`config.mk`:
```
export PLATFORM = sky130hd
export DESIGN_NAME = ddcm_mode_ctrl
export DESIGN_NICKNAME = d
export VERILOG_FILES = /design/src/include/ddcm_pkg.sv /design/src/rtl/ddcm_mode_ctrl.sv
export SDC_FILE = /design/constraint.sdc
export NUM_CORES = 1
export LEC_CHECK = 0
export BUFFER_PORTS_ARGS = -buffer_cell sky130_fd_sc_hd__buf_2
export CORE_ASPECT_RATIO = 0.9
export CORE_MARGIN = 2
export CORE_UTILIZATION = 52
export CTS_CLUSTER_DIAMETER = 60
export DETAILED_ROUTE_END_ITERATION = 12
export PLACE_DENSITY = 0.7
export SYNTH_ARGS = -nofsm -noshare
export SYNTH_HDL_FRONTEND = slang
export SYNTH_SLANG_ARGS = --single-unit
```
`constraint.sdc`:
```
create_clock -name i_ref_clk -period 2.4 [get_ports i_ref_clk]
set_input_delay 0.48 -clock i_ref_clk [delete_from_list [all_inputs] [get_ports i_ref_clk]]
set_output_delay 0.48 -clock i_ref_clk [all_outputs]
set_load 0.01 [all_outputs]
```
`src/include/ddcm_pkg.sv`:
```
// Constants and types shared by the mode recovery control block
package ddcm_pkg;

	localparam int unsigned REF_CLK_HZ      = 25_000_000;
	localparam int unsigned RECOVERY_MS     = 2000;
	localparam int unsigned RECOVERY_CYCLES = (REF_CLK_HZ / 1000) * RECOVERY_MS;
	localparam int unsigned RECOVERY_PULSES = 128;
	localparam int unsigned INIT_PULSES     = 9;
	localparam int unsigned ADDR_W          = 7;
	localparam int unsigned DATA_W          = 8;
	localparam int unsigned PULSE_CNT_W     = 8;
	localparam int unsigned TIMER_W         = 32;

	localparam logic [3:0] BIT_IDX_LAST      = 4'h7;
	localparam logic [3:0] BIT_IDX_DONTCARE  = 4'h8;
	localparam logic [3:0] INIT_CNT_LAST     = 4'(INIT_PULSES);
	localparam logic [3:0] IDX_ZERO          = 4'h0;
	localparam logic [ADDR_W-1:0] ADDR_RESET = 7'h00;
	localparam logic [PULSE_CNT_W-1:0] PULSE_LAST = 8'(RECOVERY_PULSES - 1);
	// Arbitrary select code value
	localparam logic [3:0] DEV_CODE_DEFAULT  = 4'h5;

	typedef enum logic [1:0] {
		DDCM_TXO   = 2'b00,
		DDCM_TRANS = 2'b01,
		DDCM_LOCK  = 2'b11
	} ddcm_mode_e;

	typedef enum logic [1:0] {
		DDCM_DEC_IDLE  = 2'b00,
		DDCM_DEC_SHIFT = 2'b01,
		DDCM_DEC_ACK   = 2'b11,
		DDCM_DEC_DONE  = 2'b10
	} ddcm_dec_e;

endpackage : ddcm_pkg

```
`src/rtl/ddcm_mode_ctrl.sv`:
```
// Mode control for a dual-mode serial configuration memory
//
// Summary of operation
// - Serial clock falling edge leaves transmit-only mode.
// - Nine idle pulses, then MSB of byte zero.
// - Recovery variant enters transition state, acts two-wire.
// - Revert after 128 pulses or two-second timeout.
// - Valid select code locks two-wire mode permanently.
// - Locked mode ignores transmit-only clock for reads.
// - Serial clock fall restarts pulse count and timer.
// - Two-wire data sampled and driven by serial clock.
// - Data line is open drain only.
// - Transmit-only data shifts on transmit-only clock.
// - No-pin variant: transmit-only clock enables writes.
// - Pin variant: low protects, high allows writes.
// - Unconnected protect pin means protected; the code has no pull-down and uses the synchronised pin level as is.
`timescale 1ns/1ps

module ddcm_mode_ctrl
	import ddcm_pkg::*;
#(
	parameter bit                 P_RECOVERY_EN     = 1'b1,
	parameter bit                 P_HAS_WP_PIN      = 1'b0,
	parameter logic [TIMER_W-1:0] P_RECOVERY_CYCLES = TIMER_W'(RECOVERY_CYCLES),
	parameter logic [3:0]         P_DEV_CODE        = DEV_CODE_DEFAULT
) (
	input  wire logic              i_ref_clk,
	input  wire logic              i_rst,
	input  wire logic              i_scl,
	input  wire logic              i_sda_in,
	input  wire logic              i_transmit_only_clock,
	input  wire logic              i_write_protect_input,
	input  wire logic [DATA_W-1:0] i_rd_data,
	input  wire logic              i_engine_pull_low,
	output logic      [ADDR_W-1:0] o_rd_addr,
	output logic                   o_sda_out,
	output logic                   o_sda_oe_n,
	output logic                   o_two_wire_mode,
	output logic                   o_locked,
	output logic                   o_write_enable,
	output logic                   o_select_pulse,
	output logic                   o_select_rw
);

	// Synchronisers: stage 1, stage 2, delayed copy
	logic [3:0] sync1_reg;
	logic [3:0] sync2_reg;
	logic [3:0] dly_reg;

	always_ff @(posedge i_ref_clk) begin
		if (i_rst) begin
			sync1_reg <= 4'h0;
			sync2_reg <= 4'h0;
			dly_reg   <= 4'h0;
		end else begin
			sync1_reg <= {i_write_protect_input, i_transmit_only_clock, i_sda_in, i_scl};
			sync2_reg <= sync1_reg;
			dly_reg   <= sync2_reg;
		end
	end

	logic scl_s;
	logic sda_s;
	logic transmit_only_clock_s;
	logic wp_s;
	logic scl_fall;
	logic scl_rise;
	logic transmit_only_clock_rise;
	logic start_cond;
	logic stop_cond;

	assign scl_s      = sync2_reg[0];
	assign sda_s      = sync2_reg[1];
	assign transmit_only_clock_s     = sync2_reg[2];
	assign wp_s       = sync2_reg[3];
	assign scl_fall   = dly_reg[0] & ~scl_s;
	assign scl_rise   = ~dly_reg[0] & scl_s;
	assign transmit_only_clock_rise  = ~dly_reg[2] & transmit_only_clock_s;
	assign start_cond = scl_s & dly_reg[0] & dly_reg[1] & ~sda_s;
	assign stop_cond  = scl_s & dly_reg[0] & ~dly_reg[1] & sda_s;

	ddcm_mode_e              mode_reg,     mode_next;
	ddcm_dec_e               dec_reg,      dec_next;
	logic [PULSE_CNT_W-1:0]  pulse_reg,    pulse_next;
	logic [TIMER_W-1:0]      timer_reg,    timer_next;
	logic [3:0]              init_reg,     init_next;
	logic [3:0]              bit_reg,      bit_next;
	logic [ADDR_W-1:0]       addr_reg,     addr_next;
	logic [DATA_W-1:0]       byte_reg,     byte_next;
	logic                    txo_pull_reg, txo_pull_next;
	logic [DATA_W-1:0]       sr_reg,       sr_next;
	logic [3:0]              dbit_reg,     dbit_next;
	logic                    ack_reg,      ack_next;
	logic                    sel_reg,      sel_next;
	logic                    rw_reg,       rw_next;
	logic                    pull_reg,     pull_next;
	logic                    wen_reg,      wen_next;

	logic                    two_wire;
	logic                    revert;
	logic [DATA_W-1:0]       sr_shift;

	assign two_wire = (mode_reg != DDCM_TXO);
	assign sr_shift = {sr_reg[DATA_W-2:0], sda_s};

	always_comb begin
		mode_next     = mode_reg;
		dec_next      = dec_reg;
		pulse_next    = pulse_reg;
		timer_next    = timer_reg;
		init_next     = init_reg;
		bit_next      = bit_reg;
		addr_next     = addr_reg;
		byte_next     = byte_reg;
		txo_pull_next = txo_pull_reg;
		sr_next       = sr_reg;
		dbit_next     = dbit_reg;
		ack_next      = ack_reg;
		sel_next      = 1'b0;
		rw_next       = rw_reg;
		revert        = 1'b0;

		// Select code decoder, first byte after each START
		if (two_wire) begin
			if (stop_cond) begin
				dec_next = DDCM_DEC_IDLE;
				ack_next = 1'b0;
			end else if (start_cond) begin
				dec_next  = DDCM_DEC_SHIFT;
				dbit_next = IDX_ZERO;
				ack_next  = 1'b0;
			end else begin
				case (dec_reg)
					DDCM_DEC_SHIFT: begin
						if (scl_rise) begin
							sr_next   = sr_shift;
							dbit_next = dbit_reg + 4'h1;
							if (dbit_reg == BIT_IDX_LAST) begin
								if (sr_shift[DATA_W-1 -: 4] == P_DEV_CODE) begin
									sel_next = 1'b1;
									rw_next  = sda_s;
									dec_next = DDCM_DEC_ACK;
								end else begin
									dec_next = DDCM_DEC_DONE;
								end
							end
						end
					end
					DDCM_DEC_ACK: begin
						if (scl_fall) begin
							if (!ack_reg) begin
								ack_next = 1'b1;
							end else begin
								ack_next = 1'b0;
								dec_next = DDCM_DEC_DONE;
							end
						end
					end
					DDCM_DEC_IDLE,
					DDCM_DEC_DONE: begin
						dec_next = dec_reg;
					end
					default: begin
						dec_next = DDCM_DEC_IDLE;
					end
				endcase
			end
		end else begin
			dec_next = DDCM_DEC_IDLE;
			ack_next = 1'b0;
		end

		case (mode_reg)
			DDCM_TXO: begin
				if (scl_fall) begin
					mode_next     = P_RECOVERY_EN ? DDCM_TRANS : DDCM_LOCK;
					pulse_next    = '0;
					timer_next    = '0;
					txo_pull_next = 1'b0;
				end else if (transmit_only_clock_rise && scl_s) begin
					if (init_reg != INIT_CNT_LAST) begin
						init_next     = init_reg + 4'h1;
						txo_pull_next = 1'b0;
					end
					if (init_reg == INIT_CNT_LAST) begin
						if (bit_reg == IDX_ZERO) begin
							byte_next     = i_rd_data;
							txo_pull_next = ~i_rd_data[DATA_W-1];
							bit_next      = 4'h1;
						end else if (bit_reg == BIT_IDX_DONTCARE) begin
							txo_pull_next = 1'b0;
							bit_next      = IDX_ZERO;
						end else begin
							txo_pull_next = ~byte_reg[3'(BIT_IDX_LAST - bit_reg)];
							bit_next      = bit_reg + 4'h1;
							if (bit_reg == BIT_IDX_LAST) begin
								addr_next = addr_reg + 7'h01;
							end
						end
					end
				end
			end
			DDCM_TRANS: begin
				if (scl_fall) begin
					pulse_next = '0;
					timer_next = '0;
				end else begin
					timer_next = timer_reg + 32'h0000_0001;
					if (transmit_only_clock_rise) begin
						pulse_next = pulse_reg + 8'h01;
					end
					if ((transmit_only_clock_rise && pulse_reg == PULSE_LAST)
					    || timer_reg == P_RECOVERY_CYCLES - 32'h0000_0001) begin
						revert = 1'b1;
					end
				end
				if (sel_next) begin
					mode_next = DDCM_LOCK;
				end else if (revert) begin
					mode_next     = DDCM_TXO;
					init_next     = IDX_ZERO;
					bit_next      = IDX_ZERO;
					addr_next     = ADDR_RESET;
					txo_pull_next = 1'b0;
				end
			end
			DDCM_LOCK: begin
				// Stays here until reset; pulses not counted
				mode_next = DDCM_LOCK;
			end
			default: begin
				mode_next = DDCM_TXO;
			end
		endcase

		if (mode_next != DDCM_TRANS) begin
			timer_next = '0;
			pulse_next = '0;
		end

		pull_next = (mode_reg == DDCM_TXO) ? txo_pull_next
		            : (ack_next | i_engine_pull_low);
		wen_next  = (mode_next != DDCM_TXO) && (P_HAS_WP_PIN ? wp_s : transmit_only_clock_s);
	end

	always_ff @(posedge i_ref_clk) begin
		if (i_rst) begin
			mode_reg     <= DDCM_TXO;
			dec_reg      <= DDCM_DEC_IDLE;
			pulse_reg    <= '0;
			timer_reg    <= '0;
			init_reg     <= IDX_ZERO;
			bit_reg      <= IDX_ZERO;
			addr_reg     <= ADDR_RESET;
			byte_reg     <= '0;
			txo_pull_reg <= 1'b0;
			sr_reg       <= '0;
			dbit_reg     <= IDX_ZERO;
			ack_reg      <= 1'b0;
			sel_reg      <= 1'b0;
			rw_reg       <= 1'b0;
			pull_reg     <= 1'b0;
			wen_reg      <= 1'b0;
		end else begin
			mode_reg     <= mode_next;
			dec_reg      <= dec_next;
			pulse_reg    <= pulse_next;
			timer_reg    <= timer_next;
			init_reg     <= init_next;
			bit_reg      <= bit_next;
			addr_reg     <= addr_next;
			byte_reg     <= byte_next;
			txo_pull_reg <= txo_pull_next;
			sr_reg       <= sr_next;
			dbit_reg     <= dbit_next;
			ack_reg      <= ack_next;
			sel_reg      <= sel_next;
			rw_reg       <= rw_next;
			pull_reg     <= pull_next;
			wen_reg      <= wen_next;
		end
	end

	assign o_rd_addr       = addr_reg;
	assign o_sda_out       = 1'b0;
	assign o_sda_oe_n      = ~pull_reg;
	assign o_two_wire_mode = two_wire;
	assign o_locked        = (mode_reg == DDCM_LOCK);
	assign o_write_enable  = wen_reg;
	assign o_select_pulse  = sel_reg;
	assign o_select_rw     = rw_reg;

endmodule : ddcm_mode_ctrl

```
==> reports/results.ini, run 1 <==
[floorplanning]
dieArea_mm2=0.00935
die_w_um=102
fp-row-count=32
ioPinCount=29
initial_core_util_pct=52.9
core-area_mm2=0.00845
die_height_um=91.9

[synth]
ys.flop_type=dfxtp_1
ys_types=59
synthCells=536
yosysSeqAreaShare_pct=41.7
synth-warning-count=0
syn_area_mm2=0.00447
synth_edf_count=0
synth.avg_cell_area_um2=8.34
yosysTopAreaCellShare_pct=41.7
synth_area_leader_cell=dfxtp_1
async_flop_share_pct=0
syn-num-nets=559
synthTopCellsByArea=dfxtp_1, a21oi_1, nor2_1
synth-seq-cells=93

[sta]
slew_headroom_pct=32.3
max_slew.worst_pin.slew_ps=1010
fmax_mhz=430
fin_crit_ps=2330
maxSlewViolCount=0
tns_ps=0
holdWs_ps=312
hold_viol_final=0
fin_skew_ps=11.5
fin_ws_ps=72.7
fin_crit_sh_pct=97.0
setup_violations=0

[global_routing]
grt_pass1_vias=3738
grt_pass1_wl_um=17300
grt_max_degree=41
grt-ovfl-total=0
grt_usage_pct=22.6
antenna_found_initial=0

[routing]
wirelength_um=10100
drc=0
firstDrtPassIters=4
ant_nets=0
drt-wirelength-per-cell_um=14.6
via_per_inst=5.87
num_vias=4088
drtIter0Drc=150

[cts]
cts-root-buf=clkbuf_8
clk_latency_ps=370
clk_pin_slew_ps=100
hold_buffers=0
cts_buffers=9
clock-sinks=93
tritoncts=done
clock_path_buffers=2
htree_levels=3

[critical_path]
cp_data_arrival_time_ps=2640
crit_slowest_cell=or4b_2
max_stage_delay_ps=680
crit_fanout=9
cp.required_ps=2710
cp-start-kind=flop
end_kind=flop
critPathKind=flop to flop
critPathBufInv=1
path_cells=or4b_2 > nor3_2 > a31o_1 > buf_12 > nor2_1 > or4_4 > a21oi_2
cpLargestDelayFamily=simple AND/OR/NAND/NOR gates

[final_layout]
area_growth_pct=14.0
num_antenna_cells=0
fin_area_mm2=0.00509
fillers=746
layout_common_cells=dfxtp_1, nor2_1, nand2_1, a21oi_1, o21ai_0
final_common_cell=dfxtp_1
fin_nets=595
drive_gt1_share_pct=16.3
largest_reg_flops=32

[power]
p_leak_nw=1.76
vdd_ir_drop_max_mv=0.286
total_power_mw=2.71
p_per_area_mw_per_mm2=532

[placed_design]
portBuffers=26
globalplace.congestion=0.882
pre_cts_ws_ps=22.7
place_area_mm2=0.00485
dp.final_hpwl_um=6980

[outcome]
status=finished clean

[hold_path]
hold_class=input port to flop

[flow_run]
max-cap-violations=0

## layout make-up
type | count | area, µm² | share of cell area (%)
Timing Repair Buffer | 53 | 370 | 7.27
Inverter | 12 | 45.0 | 0.884
Multi-Input combinational cell | 403 | 2470 | 48.6
Clock buffer | 9 | 124 | 2.43
Tap cell | 119 | 149 | 2.92
Clock inverter | 7 | 65.1 | 1.28
Sequential cell | 93 | 1870 | 36.6
## metrics by stage
stage          utilization (%)  std cells
6_report                  60.3        696
5_1_grt                   60.3        696
4_1_cts                   59.7        695
3_5_place_dp              57.4        679
3_3_place_gp              57.4        679
2_1_floorplan                -        536
## power breakdown
| part | leakage, nW | switching, mW | internal [mW] |
|---|---|---|---|
| clock network | 0.0943 | 0.621 | 0.402 |
| registers | 0.752 | 0.0118 | 1.55 |
| logic | 0.917 | 0.0808 | 0.0456 |
## per-layer routing
layer | routed length (µm) | GRT usage (%) | vias up
li1 | - | - | 2014
met4 | 112 | 6.19 | 0
met1 | 4850 | 30.8 | 1972
met3 | 364 | 3.96 | 12
met5 | 0 | 0 | -
met2 | 4810 | 36.8 | 90
## cell usage after synthesis, drive strengths merged, types with 10 or more instances
cell type / number
o21ai: 28
clkbuf: 18
nor3: 27
nand3: 17
nand4: 16
xor2: 12
inv: 12
nor2b: 13
buf: 10
a21oi: 53
dfxtp: 93
nand2: 54
nor2: 60
## logic make-up after synthesis
logic type / after synthesis / share of synthesized area [%]
other cells: 1 / 0.0839
simple gates: 243 / 28.1
xor+xnor: 16 / 3.14
flops: 93 / 41.7
compound gates: 123 / 17.2
buf+inv: 40 / 4.26
mux: 12 / 3.30
fa+ha+maj: 8 / 2.24
## worst paths after layout
path                             startpoint                        to  slack, ps  cells after the start
hold / removal                     i_sda_in   sync1_reg[1]$_SDFF_PP0_        310                      2
hold reg to reg     sync1_reg[0]$_SDFF_PP0_   sync2_reg[0]$_SDFF_PP0_        440                      1
setup reg to reg  timer_reg[8]$_SDFFE_PP0P_  init_reg[3]$_SDFFE_PP0P_         70                      7
setup / recovery  timer_reg[8]$_SDFFE_PP0P_  init_reg[3]$_SDFFE_PP0P_         70                      7
## what timing repair did
item | CTS | global route
pin swaps | 0 | 2
gates resized for setup | 1 | 10
setup buffers | 0 | 1
cloned | 0 | 0
endpoints found under the setup margin | 1 | 33
Power figures use the tool's default switching activity.
==> run 2: changes to the inputs <==
--- a/config.mk
+++ b/config.mk
@@ -11,2 +11,3 @@
 export CORE_UTILIZATION = 52
+export CTS_BUF_LIST = sky130_fd_sc_hd__clkbuf_16
 export CTS_CLUSTER_DIAMETER = 60
==> constraint.sdc (replaced) <==
create_clock -name i_ref_clk -period 2.4 [get_ports i_ref_clk]
set_input_delay 0.12 -clock i_ref_clk [delete_from_list [all_inputs] [get_ports i_ref_clk]]
set_output_delay 0.12 -clock i_ref_clk [all_outputs]
set_load 0.01 [all_outputs]
==> run 2 against run 1 <==
- routed wire length up 3.1%
- die area unchanged
- maximum frequency up 2.1%
- critical endpoint unchanged
==> reports/results.ini, run 2 (synthesized netlist as in run 1, its figures left out) <==
[sta]
tns_ps=0  ; unchanged
max_slew.worst_pin.slew_ps=1020  ; was 1010 ps
maxSlewViolCount=0  ; unchanged
slew_headroom_pct=32.1  ; was 32.3%
setup_violations=0  ; unchanged
fin_crit_ps=2280  ; was 2330 ps
rsz0062_at_grt=false
fin_skew_ps=4.33  ; was 11.5 ps
hold_viol_final=0  ; unchanged
fin_crit_sh_pct=94.9  ; was 97.0%
fmax_mhz=439  ; was 430 MHz

[cts]
clk_pin_slew_ps=70  ; was 100 ps
htree_levels=3  ; unchanged
clk_latency_ps=350  ; was 370 ps
clock_path_buffers=2  ; unchanged
tritoncts=done  ; unchanged
cts_buffers=9  ; unchanged
clock-sinks=93  ; unchanged
cts-root-buf=clkbuf_16  ; was clkbuf_8

[placed_design]
place_area_mm2=0.00487  ; was 0.00485 mm²
globalplace.congestion=0.871  ; was 0.882
dp.final_hpwl_um=6980  ; about the same
portBuffers=26  ; unchanged

[critical_path]
critPathKind=flop to flop  ; unchanged
cp.required_ps=2680  ; was 2710 ps
cp-start-kind=flop  ; unchanged
critPathBufInv=1  ; unchanged
r2r_cells=7  ; unchanged
r2r-start=timer_reg[27]$_SDFFE_PP0P_  ; was timer_reg[8]$_SDFFE_PP0P_
path_cells=or4b_4 > nor4_2 > a31o_1 > buf_12 > nor2_1 > or4_1 > a21oi_1  ; was or4b_2 > nor3_2 > a31o_1 > buf_12 > nor2_1 > or4_4 > a21oi_2
end_kind=flop  ; unchanged
crit_fanout=9  ; unchanged
crit_slowest_cell=or4_1  ; was or4b_2
cpLargestDelayFamily=simple AND/OR/NAND/NOR gates  ; unchanged
reg2reg_to=init_reg[3]$_SDFFE_PP0P_  ; unchanged
reg2reg_slack_ps=120  ; was 70 ps
cp_data_arrival_time_ps=2560  ; was 2640 ps
max_stage_delay_ps=520  ; was 680 ps

[floorplanning]
fp-row-count=32  ; unchanged
dieArea_mm2=0.00935  ; unchanged
die_w_um=102  ; unchanged
core-area_mm2=0.00845  ; unchanged
initial_core_util_pct=52.9  ; unchanged
die_height_um=91.9  ; unchanged
ioPinCount=29  ; unchanged

[routing]
drt-wirelength-per-cell_um=14.9  ; was 14.6 µm
drc=0  ; unchanged
wirelength_um=10500  ; was 10100 µm
via_per_inst=5.87  ; about the same
firstDrtPassIters=5  ; was 4
ant_nets=0  ; unchanged
num_vias=4128  ; was 4088
drtIter0Drc=248  ; was 150

[final_layout]
layout_common_cells=dfxtp_1, nor2_1, nand2_1, a21oi_1, o21ai_0  ; unchanged
seqCellArea_mm2=0.00186  ; was 0.00187 mm²
final_common_cell=dfxtp_1  ; unchanged
fin_area_mm2=0.00527  ; was 0.00509 mm²
num_antenna_cells=0  ; unchanged
fillers=712  ; was 746
fin_nets=602  ; was 595
fin_util_pct=62.4  ; was 60.3%
drive_gt1_share_pct=16.1  ; was 16.3%
largest_reg_flops=32  ; unchanged
area_growth_pct=17.9  ; was 14.0%
multi_input_area_mm2=0.00246  ; was 0.00247 mm²

[power]
p_sw_share_pct=24.5  ; was 26.3%
p_clk_share_pct=45.0  ; was 37.7%
intPower_mw=2.34  ; was 2.00 mW
p_per_area_mw_per_mm2=587  ; was 532 mW/mm²
p_leak_nw=1.86  ; was 1.76 nW
power_frac_comb_pct=4.4  ; was 4.7%
vdd_ir_drop_max_mv=0.462  ; was 0.286 mV
power_frac_seq_pct=50.5  ; was 57.6%
p_switching_uw=758  ; was 713 µW

[outcome]
status=finished clean  ; unchanged

[hold_path]
hold_path_depth=3  ; was 2
min_from=i_rd_data[6]  ; was i_sda_in
hold_class=input port to flop  ; unchanged
hold_end=byte_reg[6]$_SDFFE_PP0P_  ; was sync1_reg[1]$_SDFF_PP0_

[global_routing]
grt_pass1_vias=3841  ; was 3738
grt_max_degree=48  ; was 41
grt_usage_pct=22.8  ; was 22.6%
grt_pass1_wl_um=17400  ; was 17300 µm
antenna_found_initial=0  ; unchanged
grt-ovfl-total=0  ; unchanged

[flow_run]
max-cap-violations=0  ; unchanged

[run 2: cell count changes in the layout (fill, tap and decap cells not counted), moves of 2 or more]
| cell | change |
|---|---|
| clkbuf_16 | +10 |
| clkbuf_8 | -9 |
| dlygate4sd3_1 | +3 |
| buf_6 | +2 |
| or4_1 | +2 |
| or4_4 | -2 |
[run 2: cell type report]
| class | count | share of cell area [%] |
|---|---|---|
| Multi-Input combinational cell | 403 | 46.8 |
| Sequential cell | 93 | 35.4 |
| Timing Repair Buffer | 60 | 8.64 |
| Clock buffer | 9 | 4.27 |
| Tap cell | 119 | 2.83 |
| Clock inverter | 7 | 1.23 |
| Inverter | 12 | 0.855 |
[run 2: per-layer routing]
metal | part of all wire (%) | vias up | global-route usage, % | wire (µm)
met5 | 0 | - | 0 | 0
met4 | 1.5 | 0 | 7.88 | 159
met3 | 5.4 | 18 | 3.96 | 562
met2 | 47 | 131 | 36.2 | 4950
met1 | 46 | 1948 | 31.2 | 4780
li1 | - | 2031 | - | -
[run 2: worst min-delay path, stage by stage]
cell and delay (ps):
buf_2 70, mux2i_1 50, nor2_1 70
[run 2: timing repair]
item                                    in CTS  in global routing
pin swaps                                    0                  3
hold buffers                                 3                  0
hold endpoints to repair                     3                  0
cloned                                       0                  2
endpoints found under the setup margin       1                 42
resized for setup                            1                  9
setup buffers                                0                  1
[run 2: worst max-delay path by stage]
stage	startpoint	end	slack (ps)	depth (start not counted)
5_1_grt	timer_reg[10]$_SDFFE_PP0P_	init_reg[3]$_SDFFE_PP0P_	10	7
3_3_place_gp	timer_reg[8]$_SDFFE_PP0P_	pulse_reg[4]$_SDFFE_PP0P_	80	8
3_5_place_dp	timer_reg[25]$_SDFFE_PP0P_	bit_reg[0]$_SDFFE_PP0P_	5	7
4_1_cts	timer_reg[25]$_SDFFE_PP0P_	pulse_reg[4]$_SDFFE_PP0P_	20	8
2_1_floorplan	timer_reg[9]$_SDFFE_PP0P_	init_reg[3]$_SDFFE_PP0P_	260	7
6_report	timer_reg[27]$_SDFFE_PP0P_	init_reg[3]$_SDFFE_PP0P_	120	7
[run 2: power groups by stage]
stage          logic (mW)  clock network, mW  registers, mW
2_1_floorplan      0.0871                  0           1.59
3_3_place_gp        0.123                  0           1.60
3_5_place_dp        0.125                  0           1.60
4_1_cts             0.130               1.41           1.56
5_1_grt             0.151               1.46           1.56
6_report            0.137               1.39           1.56
[run 2: stage by stage]
stage	hold slack (ps)	setup slack, ps	power [mW]	std cells
after floorplan	248	259	1.68	536
after global placement	336	79.9	1.72	681
after detailed placement	340	4.81	1.72	681
after CTS	2.28	23.2	3.11	700
after global routing	20.1	9.87	3.18	703
final	2.09	122	3.09	703
